<file path="config.mk">
export PLATFORM = sky130hd
export DESIGN_NAME = cap_term_flat
export DESIGN_NICKNAME = d
export VERILOG_FILES = /design/src/logic/cap_pkg.sv /design/src/logic/cap_link_if.sv /design/src/logic/cap_sw_class.sv /design/src/logic/cap_term.sv /design/src/flat_wrapper.sv
export SDC_FILE = /design/constraint.sdc
export NUM_CORES = 1
export LEC_CHECK = 0
export BUFFER_PORTS_ARGS = -buffer_cell sky130_fd_sc_hd__buf_2
export CAP_MARGIN = 5
export CORE_ASPECT_RATIO = 0.75
export CORE_MARGIN = 4
export CORE_UTILIZATION = 30
export CTS_BUF_LIST = sky130_fd_sc_hd__clkbuf_2
export CTS_CLUSTER_DIAMETER = 120
export CTS_CLUSTER_SIZE = 8
export DETAILED_ROUTE_END_ITERATION = 12
export PLACE_DENSITY = 0.43
export SLEW_MARGIN = 25
export SYNTH_ARGS = -nofsm -noshare
export SYNTH_HDL_FRONTEND = slang
export SYNTH_SLANG_ARGS = --single-unit
</file>
<file path="constraint.sdc">
create_clock -name clk -period 12.1 [get_ports clk]
set_input_delay 1.21 -clock clk [delete_from_list [all_inputs] [get_ports clk]]
set_output_delay 1.21 -clock clk [all_outputs]
set_load 0.02 [all_outputs]
</file>
<file path="src/logic/cap_pkg.sv">
// Constants and types shared by both ends of the command transport.
// Assumes one byte moves per valid cycle on the link, with no back-pressure.
package cap_pkg;
  localparam logic [7:0] PB_MORE = 8'h61;
  localparam logic [7:0] PB_RESEND = 8'h6c;
  localparam logic [7:0] PB_NULL = 8'h60;
  localparam logic [7:0] SW1_OK = 8'h90;
  localparam logic [7:0] SW1_PROACTIVE = 8'h91;
  localparam logic [7:0] SW1_APP = 8'h90;
  localparam logic [7:0] SW1_WARN_A = 8'h62;
  localparam logic [7:0] SW1_WARN_B = 8'h63;
  localparam logic [7:0] SW1_CHK_ERR = 8'h6f;
  localparam logic [15:0] SW_OK = 16'h9000;
  localparam logic [15:0] SW_TOOLKIT_BUSY = 16'h9300;
  localparam logic [7:0] INS_GET_RESP = 8'hc0;
  localparam logic [7:0] INS_ENVELOPE = 8'hc2;
  localparam logic [7:0] INS_FETCH = 8'h12;
  localparam logic [7:0] INS_TERM_RESULT = 8'h14;
  localparam logic [7:0] CLA_BASIC_MASK = 8'hfc;
  localparam logic [8:0] HDR_LEN = 9'h005;
  localparam logic [8:0] FULL_LEN = 9'h100;
  localparam logic [8:0] IFS_DEFAULT = 9'h020;
  localparam logic [8:0] BUF_DEFAULT = 9'h100;
  typedef enum logic [1:0] {CASE1, CASE2, CASE3, CASE4} cap_case_t;
endpackage

</file>
<file path="src/logic/cap_link_if.sv">
// Byte link between the terminal transport layer and the card.
// The testbench instantiates it and joins both ends; one byte per valid cycle.
`timescale 1ns/1ps
interface cap_link_if;
  logic t1_mode;
  logic t2c_valid;
  logic [7:0] t2c_byte;
  logic t2c_blk_end;
  logic t2c_last;
  logic c2t_valid;
  logic [7:0] c2t_byte;
  logic c2t_blk_end;
  logic c2t_last;
  modport card (input t1_mode, t2c_valid, t2c_byte, t2c_blk_end, t2c_last,
    output c2t_valid, c2t_byte, c2t_blk_end, c2t_last);
  modport term (output t1_mode, t2c_valid, t2c_byte, t2c_blk_end, t2c_last,
    input c2t_valid, c2t_byte, c2t_blk_end, c2t_last);
endinterface

</file>
<file path="src/logic/cap_sw_class.sv">
// Status word classifier used by both ends.
// Purely combinational; callers register whatever they drive out.
`timescale 1ns/1ps
module cap_sw_class
  import cap_pkg::*;
(
  input wire logic [15:0] sw,
  output logic ok,
  output logic warn,
  output logic data_ok,
  output logic chk_err,
  output logic err
);
  always_comb
  begin
    ok = (sw == SW_OK);
    warn = (sw[15:8] == SW1_WARN_A) || (sw[15:8] == SW1_WARN_B);
    data_ok = warn || (sw[15:12] == SW1_APP[7:4]);
    chk_err = (sw[15:8] == SW1_CHK_ERR);
    err = !ok && (sw[15:8] != SW1_PROACTIVE);
  end
endmodule

</file>
<file path="src/logic/cap_term.sv">
// Terminal end: sends commands and follows the card's procedure bytes.
// Assumes the user presents dat_byte combinationally for dat_idx and
// raises req_valid only while busy is low.
`timescale 1ns/1ps
module cap_term
  import cap_pkg::*;
#(
  parameter logic [8:0] IFS = IFS_DEFAULT
)
(
  input wire logic clk,
  input wire logic rst,
  cap_link_if.term lk,
  input wire logic t1_sel,
  input wire logic req_valid,
  input wire cap_case_t req_case,
  input wire logic [31:0] req_hdr,
  input wire logic [7:0] req_lc,
  input wire logic [7:0] req_le,
  output logic [8:0] dat_idx,
  input wire logic [7:0] dat_byte,
  output logic busy,
  output logic rsp_valid,
  output logic [7:0] rsp_byte,
  output logic done,
  output logic [15:0] done_sw,
  output logic env_pos,
  output logic env_neg
);
  typedef enum {T_IDLE, T_HDR, T_WAIT, T_PB2, T_TXD, T_RXD, T_T1TX, T_T1RX} cap_term_st_t;
  typedef struct packed {
    cap_term_st_t st;
    logic [0:4][7:0] hdr;
    cap_case_t cas;
    logic [8:0] cnt;
    logic [8:0] blk;
    logic [8:0] idx;
    logic [7:0] sw1;
    logic [15:0] ring;
    logic got_data;
    logic env;
    logic t1;
    logic t2c_valid;
    logic [7:0] t2c_byte;
    logic t2c_blk_end;
    logic t2c_last;
    logic busy;
    logic rsp_valid;
    logic [7:0] rsp_byte;
    logic done;
    logic [15:0] done_sw;
    logic env_pos;
    logic env_neg;
  } cap_term_s_t;

  cap_term_s_t s;
  cap_term_s_t n;
  logic [15:0] fin_sw;
  logic c34;
  logic c24;
  logic [8:0] t1_len;
  logic cl_ok;
  logic cl_warn;
  logic cl_chk;
  logic [7:0] req_cla;

  assign c34 = (s.cas == CASE3 || s.cas == CASE4);
  assign c24 = (s.cas == CASE2 || s.cas == CASE4);
  assign t1_len = 9'h004 + (c34 ? {1'b0, s.hdr[4]} + 9'h001 : 9'h000) + {8'h00, c24};
  assign fin_sw = s.t1 ? {s.ring[7:0], lk.c2t_byte} : {s.sw1, lk.c2t_byte};
  // Toolkit fetch and result always travel on the basic channel.
  assign req_cla = (req_hdr[23:16] == INS_FETCH || req_hdr[23:16] == INS_TERM_RESULT) ?
    (req_hdr[31:24] & CLA_BASIC_MASK) : req_hdr[31:24];

  cap_sw_class u_class (
    .sw(fin_sw),
    .ok(cl_ok),
    .warn(cl_warn),
    .data_ok(),
    .chk_err(cl_chk),
    .err()
  );

  always_comb
  begin
    n = s;
    n.t2c_valid = 1'b0;
    n.t2c_blk_end = 1'b0;
    n.t2c_last = 1'b0;
    n.rsp_valid = 1'b0;
    n.done = 1'b0;
    n.env_pos = 1'b0;
    n.env_neg = 1'b0;
    case (s.st)
      T_IDLE:
      begin
        if (req_valid)
        begin
          n.hdr = {req_cla, req_hdr[23:0], (req_case == CASE3 || req_case == CASE4) ?
            req_lc : (req_case == CASE2 ? req_le : 8'h00)};
          n.cas = req_case;
          n.t1 = t1_sel;
          n.env = (req_hdr[23:16] == INS_ENVELOPE);
          n.got_data = 1'b0;
          n.cnt = 9'h000;
          n.blk = 9'h000;
          n.idx = 9'h000;
          n.st = t1_sel ? T_T1TX : T_HDR;
        end
      end
      T_HDR:
      begin
        n.t2c_valid = 1'b1;
        n.t2c_byte = s.hdr[s.cnt[2:0]];
        n.cnt = s.cnt + 9'h001;
        if (s.cnt == HDR_LEN - 9'h001)
        begin
          n.st = T_WAIT;
        end
      end
      T_WAIT:
      begin
        if (lk.c2t_valid)
        begin
          n.cnt = 9'h000;
          if (lk.c2t_byte == PB_NULL)
          begin
            n.st = T_WAIT;
          end
          else if (lk.c2t_byte == s.hdr[1])
          begin
            n.cnt = (s.hdr[4] == 8'h00) ? FULL_LEN : {1'b0, s.hdr[4]};
            n.st = (c34 && s.idx == 9'h000) ? T_TXD : T_RXD;
          end
          else
          begin
            n.sw1 = lk.c2t_byte;
            n.st = T_PB2;
          end
        end
      end
      T_PB2:
      begin
        if (lk.c2t_valid)
        begin
          n.st = T_HDR;
          if (s.sw1 == PB_MORE)
          begin
            n.hdr = {s.hdr[0], INS_GET_RESP, 8'h00, 8'h00, lk.c2t_byte};
            n.cas = CASE2;
          end
          else if (s.sw1 == PB_RESEND)
          begin
            n.hdr[4] = lk.c2t_byte;
          end
          else
          begin
            n.st = T_IDLE;
            n.done = 1'b1;
            n.done_sw = fin_sw;
            n.env_neg = s.env && (cl_chk || (s.got_data && cl_warn));
            n.env_pos = s.env && s.got_data && cl_ok;
          end
        end
      end
      T_TXD:
      begin
        n.t2c_valid = 1'b1;
        n.t2c_byte = dat_byte;
        n.idx = s.idx + 9'h001;
        n.cnt = s.cnt - 9'h001;
        if (s.cnt == 9'h001)
        begin
          n.st = T_WAIT;
        end
      end
      T_RXD:
      begin
        if (lk.c2t_valid)
        begin
          n.rsp_valid = 1'b1;
          n.rsp_byte = lk.c2t_byte;
          n.got_data = 1'b1;
          n.cnt = s.cnt - 9'h001;
          if (s.cnt == 9'h001)
          begin
            n.st = T_WAIT;
          end
        end
      end
      T_T1TX:
      begin
        n.t2c_valid = 1'b1;
        n.cnt = s.cnt + 9'h001;
        n.blk = s.blk + 9'h001;
        if (s.cnt < 9'h004)
        begin
          n.t2c_byte = s.hdr[s.cnt[2:0]];
        end
        else if (c34 && s.cnt == 9'h004)
        begin
          n.t2c_byte = s.hdr[4];
        end
        else if (c34 && s.cnt < 9'h005 + {1'b0, s.hdr[4]})
        begin
          n.t2c_byte = dat_byte;
          n.idx = s.idx + 9'h001;
        end
        else
        begin
          n.t2c_byte = (s.cas == CASE2) ? s.hdr[4] : req_le;
        end
        if (s.blk == IFS - 9'h001)
        begin
          n.t2c_blk_end = 1'b1;
          n.blk = 9'h000;
        end
        if (s.cnt == t1_len - 9'h001)
        begin
          n.t2c_blk_end = 1'b1;
          n.t2c_last = 1'b1;
          n.cnt = 9'h000;
          n.st = T_T1RX;
        end
      end
      default:
      begin
        if (lk.c2t_valid)
        begin
          // Two bytes are held back, since the status ends the chain.
          n.ring = {s.ring[7:0], lk.c2t_byte};
          n.cnt = (s.cnt == 9'h002) ? s.cnt : s.cnt + 9'h001;
          if (s.cnt == 9'h002)
          begin
            n.rsp_valid = 1'b1;
            n.rsp_byte = s.ring[15:8];
            n.got_data = 1'b1;
          end
          if (lk.c2t_last)
          begin
            n.st = T_IDLE;
            n.done = 1'b1;
            n.done_sw = fin_sw;
            n.env_neg = s.env && (cl_chk || ((s.cnt == 9'h002) && cl_warn));
            n.env_pos = s.env && (s.cnt == 9'h002) && cl_ok;
          end
        end
      end
    endcase
    n.busy = (n.st != T_IDLE);
  end

  always_ff @(posedge clk or posedge rst)
  begin
    if (rst)
    begin
      s <= '0;
      s.st <= T_IDLE;
      s.cas <= CASE1;
    end
    else
    begin
      s <= n;
    end
  end

  assign lk.t1_mode = s.t1;
  assign lk.t2c_valid = s.t2c_valid;
  assign lk.t2c_byte = s.t2c_byte;
  assign lk.t2c_blk_end = s.t2c_blk_end;
  assign lk.t2c_last = s.t2c_last;
  assign dat_idx = s.idx;
  assign busy = s.busy;
  assign rsp_valid = s.rsp_valid;
  assign rsp_byte = s.rsp_byte;
  assign done = s.done;
  assign done_sw = s.done_sw;
  assign env_pos = s.env_pos;
  assign env_neg = s.env_neg;
endmodule

</file>
<file path="src/flat_wrapper.sv">
// flat-port wrapper written by rule: the top's interface ports become plain ports
module cap_term_flat import cap_pkg::*;
#(
  parameter logic [8:0] IFS = IFS_DEFAULT
)
  (clk, rst, t1_sel, req_valid, req_case, req_hdr, req_lc, req_le, dat_idx, dat_byte, busy, rsp_valid, rsp_byte, done, done_sw, env_pos, env_neg, lk_t1_mode, lk_t2c_valid, lk_t2c_byte, lk_t2c_blk_end, lk_t2c_last, lk_c2t_valid, lk_c2t_byte, lk_c2t_blk_end, lk_c2t_last);
  cap_link_if lk_i ();
  input wire logic clk;
  input wire logic rst;
  input wire logic t1_sel;
  input wire logic req_valid;
  input wire cap_case_t req_case;
  input wire logic [31:0] req_hdr;
  input wire logic [7:0] req_lc;
  input wire logic [7:0] req_le;
  output logic [8:0] dat_idx;
  input wire logic [7:0] dat_byte;
  output logic busy;
  output logic rsp_valid;
  output logic [7:0] rsp_byte;
  output logic done;
  output logic [15:0] done_sw;
  output logic env_pos;
  output logic env_neg;
  output wire logic [$bits(lk_i.t1_mode)-1:0] lk_t1_mode;
  output wire logic [$bits(lk_i.t2c_valid)-1:0] lk_t2c_valid;
  output wire logic [$bits(lk_i.t2c_byte)-1:0] lk_t2c_byte;
  output wire logic [$bits(lk_i.t2c_blk_end)-1:0] lk_t2c_blk_end;
  output wire logic [$bits(lk_i.t2c_last)-1:0] lk_t2c_last;
  input wire logic [$bits(lk_i.c2t_valid)-1:0] lk_c2t_valid;
  input wire logic [$bits(lk_i.c2t_byte)-1:0] lk_c2t_byte;
  input wire logic [$bits(lk_i.c2t_blk_end)-1:0] lk_c2t_blk_end;
  input wire logic [$bits(lk_i.c2t_last)-1:0] lk_c2t_last;
  assign lk_t1_mode = lk_i.t1_mode;
  assign lk_t2c_valid = lk_i.t2c_valid;
  assign lk_t2c_byte = lk_i.t2c_byte;
  assign lk_t2c_blk_end = lk_i.t2c_blk_end;
  assign lk_t2c_last = lk_i.t2c_last;
  assign lk_i.c2t_valid = lk_c2t_valid;
  assign lk_i.c2t_byte = lk_c2t_byte;
  assign lk_i.c2t_blk_end = lk_c2t_blk_end;
  assign lk_i.c2t_last = lk_c2t_last;
  cap_term #(.IFS(IFS)) u_core (.clk(clk), .rst(rst), .lk(lk_i), .t1_sel(t1_sel), .req_valid(req_valid), .req_case(req_case), .req_hdr(req_hdr), .req_lc(req_lc), .req_le(req_le), .dat_idx(dat_idx), .dat_byte(dat_byte), .busy(busy), .rsp_valid(rsp_valid), .rsp_byte(rsp_byte), .done(done), .done_sw(done_sw), .env_pos(env_pos), .env_neg(env_neg));
endmodule
</file>
==> results of run 1 <==
## kinds of logic after synthesis
family,synth area share (%)
and+or+nand+nor,22.72
DFF,42.84
buffers and inverters,6.630
muxes,6.554
adders and majority gates,2.550
AOI/OAI and AO/OA,15.45
xor gates and xnor gates,3.251
## cells in the final DEF, fill, tap and decap left out, types with 3 or more instances in the layout
master      Yosys  final
o221ai_1        9      9
nand4_1        11     11
buf_4          41     10
a21oi_1        52     51
a31oi_1        13     13
nor2_1         95     95
a22o_1          5      5
dfrtp_1       168    168
inv_1          20     19
buf_2          11    121
nor3b_1         3      3
clkinvlp_4      0      4
and3_1         17     17
nor3_1         24     23
nor4_1         21     21
clkbuf_2        2     19
and2_1          3      3
o21a_1         10     10
mux2i_1        26     26
mux2_2         34     34
xnor2_1        13     13
nand2_1       166    166
ha_1           20     20
a22oi_1        25     25
a311oi_1        3      3
nor2b_1        30     29
and4_1          3      3
o211ai_1        3      3
nand2b_1       13     13
nand4b_1        4      4
o31ai_1         6      6
xor2_1         19     19
o22ai_1        12     12
nand3b_1        3      3
o21ai_0        60     60
a211oi_1        3      3
bufinv_16       0      3
or4_1           5      5
nand3_1        57     57
## stage by stage
stage               power [uW]  std cells  setup WS (ns)  utilization, %  hold WS (ns)
finish                   960.1       1608          7.428           33.30        0.4981
detailed placement       642.1       1576          7.509           32.49        0.4551
global placement         641.9       1576          7.423           32.47        0.4493
floorplan                608.9       1106          6.343               -        0.4380
CTS                      974.6       1607          7.421           33.25        0.4718
global route              1003       1608          7.044           33.30        0.4640
## worst paths after layout
kind                                             endpoint  slack [ns]  cells after the start
max                         u_core.dat_idx[3]$_DFFE_PP0P_        7.43                     11
min                        u_core.done_sw[11]$_DFFE_PP0P_        0.50                      2
max reg2reg                 u_core.dat_idx[3]$_DFFE_PP0P_        7.43                     11
min reg2reg                u_core.rsp_byte[3]$_DFFE_PP0P_        0.50                      2
max in group asynchronous         u_core.s[150]$_DFF_PP0_       10.39                      3
min in group clk           u_core.rsp_byte[3]$_DFFE_PP0P_        0.50                      2
## critical path, stage by stage, from the launching register on
cell	delay, ns
dfrtp_1	0.77
ha_1	0.49
o21ai_0	0.18
or2_2	0.34
ha_1	0.19
nor4_1	0.24
nand2_1	0.07
o21ai_0	0.46
nand3_1	0.43
o31a_1	0.56
or4b_2	0.69
a21oi_1	0.16
## layout make-up
cell class                 count  area (um^2)
tap                          442        553.0
timing repair buffer         131        680.7
sequential                   168         4204
clock buffer                  19        95.09
inverter                      21        83.83
clock inverter                12        151.4
fill                        3417        21550
antenna                        1        2.502
multi-input combinational    814         4987
## metal layers
layer	vias to the layer above	share of wire (%)	global-route usage, %
met3	21	4.9	2.740
met5	-	0	0
li1	3995	-	-
met2	196	44	28.78
met4	0	0.80	3.294
met1	4088	50	27.56
## flip-flops by register name (all words and copies together) (netlist names), 8 cells and up
| register | flops |
|---|---|
| u_core.s | 118 |
| u_core.done_sw | 16 |
| u_core.dat_idx | 9 |
| u_core.lk.t2c_byte | 8 |
| u_core.rsp_byte | 8 |
## power by group
part / total [uW] / leakage, uW / switching, uW / internal (uW)
sequential: 571 / 0.00225 / 4.24 / 567
clock: 328 / 0.000140 / 213 / 115
combinational: 60.6 / 0.00274 / 43.0 / 17.6
total: 960 / 0.00513 / 261 / 699
==> impl_metrics.yaml, run 1 <==
layout:
  fin_area_um2: 10760
  drive_above_1_share_pct: 18.37
  areaGrowthSynthToFinish_pct: 9.626
  final_nets: 1246
synth:
  synth_edf_count: 0
  synth_common_cells: "dfrtp_1, nand2_1, nor2_1"
  synth.avg_cell_area_um2: 8.873
  syn_nets: 1199
  synth.most_common_cell: "dfrtp_1"
  async_reset_ff_share_pct: 100.0
  synth.top_cells.by_area: "dfrtp_1, nand2_1, mux2_2"
  synth.top_cell.area_share_pct: 42.84
  yosysWarnings: 0
  synth_largest_area_cell: "dfrtp_1"
  postSynthCellCount: 1106
  ys_types: 76
  synthFlopType: "dfrtp_1"
  synthesis.area_um2: 9813
  ys_ff_latch: 168
  seq_area_frac_synth_pct: 42.84
global_route:
  grt_start_max_net_pins: 74
  grt_pass1_wl_um: 50720
  globalRouteOverflowTotal: 0
  first_global_vias: 8196
  antenna_found_initial: 1
  track_usage_pct: 18.45
clocking:
  ctsResizeCount: 0
  holdBufCountCts: 0
  cts_sinks: 168
  clk_latency_ns: 0.79
  cts_max_path_buffers: 2
  post-cts-setup-buffer-count: 0
  cts.clk_slew.worst_paths_ns: 0.27
  htree_levels: 4
  tritoncts: "done"
  cts_made_buffers: 17
  root_buffer: "clkbuf_2"
routing:
  wire_per_inst_um: 20.24
  vias: 8300
  dr.pass1.iters: 5
  vias_per_cell: 5.162
  initialDrtViolationCount: 596
  drc_errors: 0
  ant_nets: 0
  finalWirelength_um: 32550
sta:
  rsz0062_at_grt: "no"
  max_slew.worst_pin.slew_ns: 0.9814
  max_slew_margin_pct: 34.03
  final-setup-viol-count: 0
  fin_tns_setup_ns: 0
  slew_violations: 0
  skew_ns: 0.05870
  fmax_ghz: 0.2140
  fin_crit_ns: 4.672
  period_share_pct: 38.61
  timing_hold_violations_final: 0
worst_setup_path:
  rr_startpoint: "u_core.s[97]$_DFFE_PP0P_"
  timing.critical_path.from: "u_core.s[97]$_DFFE_PP0P_"
  cp-end-kind: "flop"
  required_ns: 12.79
  critPathKind: "flop to flop"
  crit_arrival_ns: 5.36
  crit_fanout: 15
  start_kind: "flop"
hold_path:
  min_path_type: "input pin to asynchronous set/reset pin"
place:
  port_buffers: 121
  gp_congestion: 0.8572
  hpwl_um: 23680
  placed_area_um2: 10500
die:
  start_util_pct: 30.37
  coreArea_um2: 32310
  die_area_um2: 35700
  rows: 57
  ios: 123
  fp.dieW_um: 216.8
  die_y_um: 164.6
power:
  p_leak_uw: 0.005132
  power_density_nw_per_um2: 89.25
  ir_drop_uv: 64.32
job:
  drv_cap: 0
outcome:
  status: "completed"
(Power assumes the default switching activity.)
==> run 2, diff against run 1 <==
PLACE_DENSITY = 0.44   (was 0.43)
clock period = 4.15 ns   (was 12.1 ns; I/O delays follow)
==> run 2 against run 1 <==
Non-clock buffer count is 104 higher. Clock skew is 0.022 ns lower. Final cell count is 6.6% higher. Worst hold slack worse by 0.34 ns. Wire length is 1.3% higher. Die area stayed put. Largest cell class unchanged. Count of clock-buffer cells in the layout is 1 lower. Total power grew to 3.0 times the previous value. Combinational power grew to 3.9 times the previous value. Highest routed layer unchanged.
==> impl_metrics.yaml, run 2 (same netlist as run 1, synthesis figures left out) <==
die:
  coreArea_um2: 32310
  start_util_pct: 30.37
  die_area_um2: 35700
  ios: 123
  rows: 57
  die_y_um: 164.6
  fp.dieW_um: 216.8
routing:
  vias: 8729
  wire_per_inst_um: 19.24
  drc_errors: 0
  vias_per_cell: 5.093
  dr.pass1.iters: 5
  ant_nets: 0
  finalWirelength_um: 32980
  initialDrtViolationCount: 763
sta:
  fmax_ghz: 0.2694
  slew_violations: 0
  skew_ns: 0.03680
  max_slew.worst_pin.slew_ns: 0.9887
  fin_tns_setup_ns: 0
  period_share_pct: 89.45
  fin_crit_ns: 3.712
  max_slew_margin_pct: 34.09
  timing_hold_violations_final: 0
  final-setup-viol-count: 0
  rsz0062_at_grt: "no"
  final.setup.worst_slack_ns: 0.4376
outcome:
  status: "completed"
clocking:
  tritoncts: "done"
  root_buffer: "clkbuf_2"
  cts_max_path_buffers: 2
  cts_sinks: 168
  cts_made_buffers: 17
  htree_levels: 4
  post-cts-setup-buffer-count: 0
  clk_latency_ns: 0.81
  cts.clk_slew.worst_paths_ns: 0.26
worst_setup_path:
  required_ns: 4.90
  cp_slowest_stage_delay_ns: 0.81
  r2r-end: "u_core.dat_idx[3]$_DFFE_PP0P_"
  crit_fanout: 15
  path_cells: "nand4_1 > or2_2 > ha_1 > nor4_1 > nand2_1 > o21ai_0 > nand3_1 > o31a_1 > or4b_2 > a21oi_1"
  critPathCapture: "u_core.dat_idx[3]$_DFFE_PP0P_"
  timing.critical_path.from: "u_core.s[100]$_DFFE_PP0P_"
  worst_r2r_path_depth: 10
  rr_startpoint: "u_core.s[100]$_DFFE_PP0P_"
  cp-end-kind: "flop"
  rrSetupSlack_ns: 0.44
  crit_arrival_ns: 4.46
  start_kind: "flop"
  critPathSlowestCell: "dfrtp_1"
  critPathKind: "flop to flop"
power:
  ir_drop_uv: 159.6
  p_int_uw: 2051
  p_clk_share_pct: 33.6
  p_leak_uw: 0.005590
  p_comb_share_pct: 8.2
  power_density_nw_per_um2: 243.6
  pwr-share-seq_pct: 58.2
  p_sw_share_pct: 28.25
  switchingPower_uw: 807.5
place:
  place_ws_ns: 0.4747
  gp_congestion: 0.8581
  hpwl_um: 23930
  port_buffers: 121
job:
  drv_cap: 0
layout:
  layout_common_cells: "dfrtp_1, nand2_1, buf_2"
  regMostFlops: "u_core.s"
  post-route-util_pct: 36.33
  areaGrowthSynthToFinish_pct: 19.60
  final_nets: 1350
  largest_register_ffs: 118
  final_common_cell: "dfrtp_1"
  drive_above_1_share_pct: 18.74
global_route:
  grt_pass1_wl_um: 51130
  track_usage_pct: 18.68
  first_global_vias: 8390
  grt_start_max_net_pins: 169
  globalRouteOverflowTotal: 0
  antenna_found_initial: 3
hold_path:
  min_path_type: "input pin to flop"
## run 2: changes by cell type in the layout (fill, tap and decap cells not counted), sizes merged
| cell | change |
|---|---|
| bufinv | -1 |
| inv | +6 |
| clkinvlp | -2 |
| dlygate4sd3 | +80 |
| clkbuf | -1 |
| buf | +24 |
| clkinv | -1 |
| diode | +1 |
## run 2: cell type report
type                       count  area [um^2]
fill                        3367        20570
multi-input combinational    814         4966
sequential                   168         4204
timing repair buffer         235         1674
tap                          442        553.0
clock inverter                14        161.4
clock buffer                  18        90.09
inverter                      21        82.58
antenna                        2        5.005
## run 2: metal layers
metal  routed length (um)  track usage (%)
met1                16770            28.45
met3                 2218            4.653
met5                    0                0
met2                13580            26.53
met4                  405            4.161
## run 2: worst max-delay path: cells and delay by family (launching register included)
kind                     cells  cell delay [ns]
AND/OR/NAND/NOR              6             1.76
flip-flops                   1             0.81
AO/OA/AOI/OAI                3             0.91
adder cells (fa/ha/maj)      1             0.19
## run 2: repair_timing
item / 4_1_cts / 5_1_grt
endpoints found under the hold margin: 258 / 0
hold buffers: 80 / 0
gates resized for setup: 0 / 0
## run 2: metrics by stage
step	cells	total power [uW]	area, um^2	hold slack (ns)
detailed placement	1600	1874	10680	0.4510
global route	1714	2995	11740	0.1023
CTS	1712	2908	11730	0.01986
global placement	1600	1874	10680	0.4500
finish	1714	2859	11740	0.1599
floorplan	1106	1776	9817	0.4380
## run 2: power by group through the flow
stage | registers (uW) | clock network, uW | logic, uW
after floorplan | 1690 | 0 | 88.5
after global placement | 1690 | 0 | 182
final | 1660 | 960 | 234
after detailed placement | 1690 | 0 | 183
after global routing | 1670 | 1070 | 261
after CTS | 1670 | 1010 | 235
## run 2: worst min-delay path by stage
| stage | end | from | slack, ns | cells past startpoint |
|---|---|---|---|---|
| after floorplan | u_core.s[112]$_DFFE_PP0P_ | u_core.s[112]$_DFFE_PP0P_ | 0.44 | 2 |
| after global placement | u_core.rsp_byte[1]$_DFFE_PP0P_ | u_core.rsp_byte[1]$_DFFE_PP0P_ | 0.45 | 2 |
| after detailed placement | u_core.rsp_byte[0]$_DFFE_PP0P_ | u_core.rsp_byte[0]$_DFFE_PP0P_ | 0.45 | 2 |
| after CTS | u_core.s[101]$_DFFE_PP0P_ | req_lc[5] | 0.02 | 5 |
| after global routing | u_core.s[101]$_DFFE_PP0P_ | req_lc[5] | 0.10 | 5 |
| final | u_core.s[101]$_DFFE_PP0P_ | req_lc[5] | 0.16 | 5 |
==> run 3, diff against run 2 <==
SYNTH_HIERARCHICAL = 1   (was default)
==> run 3 against run 2 <==
Sequential power rose by 65%. Area after synthesis increased by 1.0%. First-iteration DRC count is 0.66% lower. Count of clock-buffer cells in the layout unchanged. Die area increased by 1.0%. Utilization decreased by 0.14 points. Non-clock buffer count is 10 lower. Wire length rose by 0.47%. Critical path depth is 4 higher. Critical path type unchanged. Highest routed layer unchanged.
==> impl_metrics.yaml, run 3 <==
outcome:
  status: "completed"
worst_setup_path:
  path_cells: "ha_1 > xnor2_4 > inv_1 > ha_1 > o21a_1 > o21a_1 > o21a_1 > o211ai_1 > o2bb2ai_2 > buf_4 > nor2_1 > o32ai_1 > o22ai_1 > dlygate4sd3_1"
  cp-end-kind: "flop"
  crit_fanout: 11
  path_buf_inv: 3
  crit_top_cell: "o21a_1"
  rrSetupSlack_ns: 0.22
  crit_arrival_ns: 4.66
  cp_top_family: "compound AO/OA/AOI/OAI gates"
  critPathKind: "flop to flop"
  cp_slowest_stage_delay_ns: 0.70
  required_ns: 4.88
  start_kind: "flop"
  critPathSlowestCell: "dfrtp_1"
power:
  ir_drop_uv: 322.3
  switchingPower_uw: 3960
  power_density_nw_per_um2: 702.5
  p_sw_share_pct: 47.89
  p_comb_share_pct: 55.1
  p_int_uw: 4309
  p_clk_share_pct: 11.7
  pwr-share-seq_pct: 33.2
  p_leak_uw: 0.005309
sta:
  timing_hold_violations_final: 0
  slew_violations: 0
  rsz0062_at_grt: "no"
  fin_crit_ns: 3.926
  final-setup-viol-count: 0
  fin_tns_setup_ns: 0
  hold_ws_ns: 0.1366
  fmax_ghz: 0.2547
  max_slew.worst_pin.slew_ns: 1.044
  period_share_pct: 94.61
  max_slew_margin_pct: 30.38
  skew_ns: 0.06152
clocking:
  post-cts-setup-buffer-count: 0
  cts.clk_slew.worst_paths_ns: 0.29
  cts_sinks: 168
  cts_max_path_buffers: 2
  root_buffer: "clkbuf_2"
  holdBufCountCts: 76
  cts_made_buffers: 17
  clk_latency_ns: 0.83
  tritoncts: "done"
  ctsResizeCount: 0
  htree_levels: 4
routing:
  vias: 8472
  vias_per_cell: 5.191
  ant_nets: 0
  wire_per_inst_um: 20.30
  initialDrtViolationCount: 758
  dr.pass1.iters: 5
  finalWirelength_um: 33130
  drc_errors: 0
layout:
  final_common_cell: "dfrtp_1"
  regMostFlops: "u_core/s"
  drive_above_1_share_pct: 22.62
  final_nets: 1269
  layout_common_cells: "dfrtp_1, buf_2, nand2_1"
  post-route-util_pct: 36.19
  areaGrowthSynthToFinish_pct: 18.70
  fin_area_um2: 11770
  largest_register_ffs: 118
die:
  die_area_um2: 36060
  rows: 57
  coreArea_um2: 32520
  fp.dieW_um: 217.9
  start_util_pct: 30.49
  ios: 123
  die_y_um: 165.4
place:
  placed_area_um2: 10720
  gp_congestion: 0.8440
  hpwl_um: 24040
  port_buffers: 121
synth:
  synthesis.area_um2: 9916
  postSynthCellCount: 1030
  yosysWarnings: 6
  synth.avg_cell_area_um2: 9.627
  syn_nets: 1123
global_route:
  globalRouteOverflowTotal: 0
  track_usage_pct: 18.32
  first_global_vias: 8116
  grt_start_max_net_pins: 169
  antenna_found_initial: 1
  grt_pass1_wl_um: 50490
job:
  drv_cap: 0
hold_path:
  min_path_type: "input pin to flop"
run 3: final cells by class:
class | instances | area (um^2)
timing repair buffer | 225 | 1609
tap | 442 | 553.0
multi-input combinational | 733 | 5024
clock inverter | 14 | 167.7
antenna | 1 | 2.502
clock buffer | 18 | 90.09
fill | 3392 | 20750
inverter | 31 | 120.1
sequential | 168 | 4204
run 3: final timing paths:
check	from	endpoint	depth (start not counted)
max in group asynchronous	rst	u_core/lk.t2c_last$_DFF_PP0_	5
worst min-delay path	lk_c2t_valid	u_core/s[42]$_DFFE_PP0P_	3
worst max-delay path	u_core/s[97]$_DFFE_PP0P_	u_core/lk.t2c_byte[3]$_DFFE_PP0P_	14
worst max register to register	u_core/s[97]$_DFFE_PP0P_	u_core/lk.t2c_byte[3]$_DFFE_PP0P_	14
min in group asynchronous	rst	u_core/s[151]$_DFF_PP0_	4
worst min register to register	u_core/s[132]$_DFFE_PP0P_	u_core/s[132]$_DFFE_PP0P_	2
run 3: worst reg2reg max path, cell delays in order (launching register included):
cell           delay [ns]
dfrtp_1              0.70
ha_1                 0.51
xnor2_4              0.20
inv_1                0.10
ha_1                 0.28
o21a_1               0.11
o21a_1               0.16
o21a_1               0.17
o211ai_1             0.20
o2bb2ai_2            0.20
buf_4                0.21
nor2_1               0.05
o32ai_1              0.26
o22ai_1              0.12
dlygate4sd3_1        0.58
run 3: power by group through the flow:
stage	registers (uW)	clock network, uW	logic, uW
global placement	2780	0	4330
global route	2830	1080	4970
floorplan	2460	0	3450
detailed placement	2780	0	4330
finish	2740	968	4560
CTS	2740	1020	4510
run 3: stage by stage:
step,total power [uW],cells,setup WS (ns)
finish,8269,1632,0.2238
global route,8876,1632,0.005278
detailed placement,7110,1522,0.5069
floorplan,5918,1030,1.012
global placement,7105,1522,0.5688
CTS,8275,1630,0.2591
run 3: layer usage:
layer	share of wire [%]	track usage, %
met1	52	29.01
met2	42	25.77
met3	5.2	3.969
met4	0.61	2.814
met5	0	0
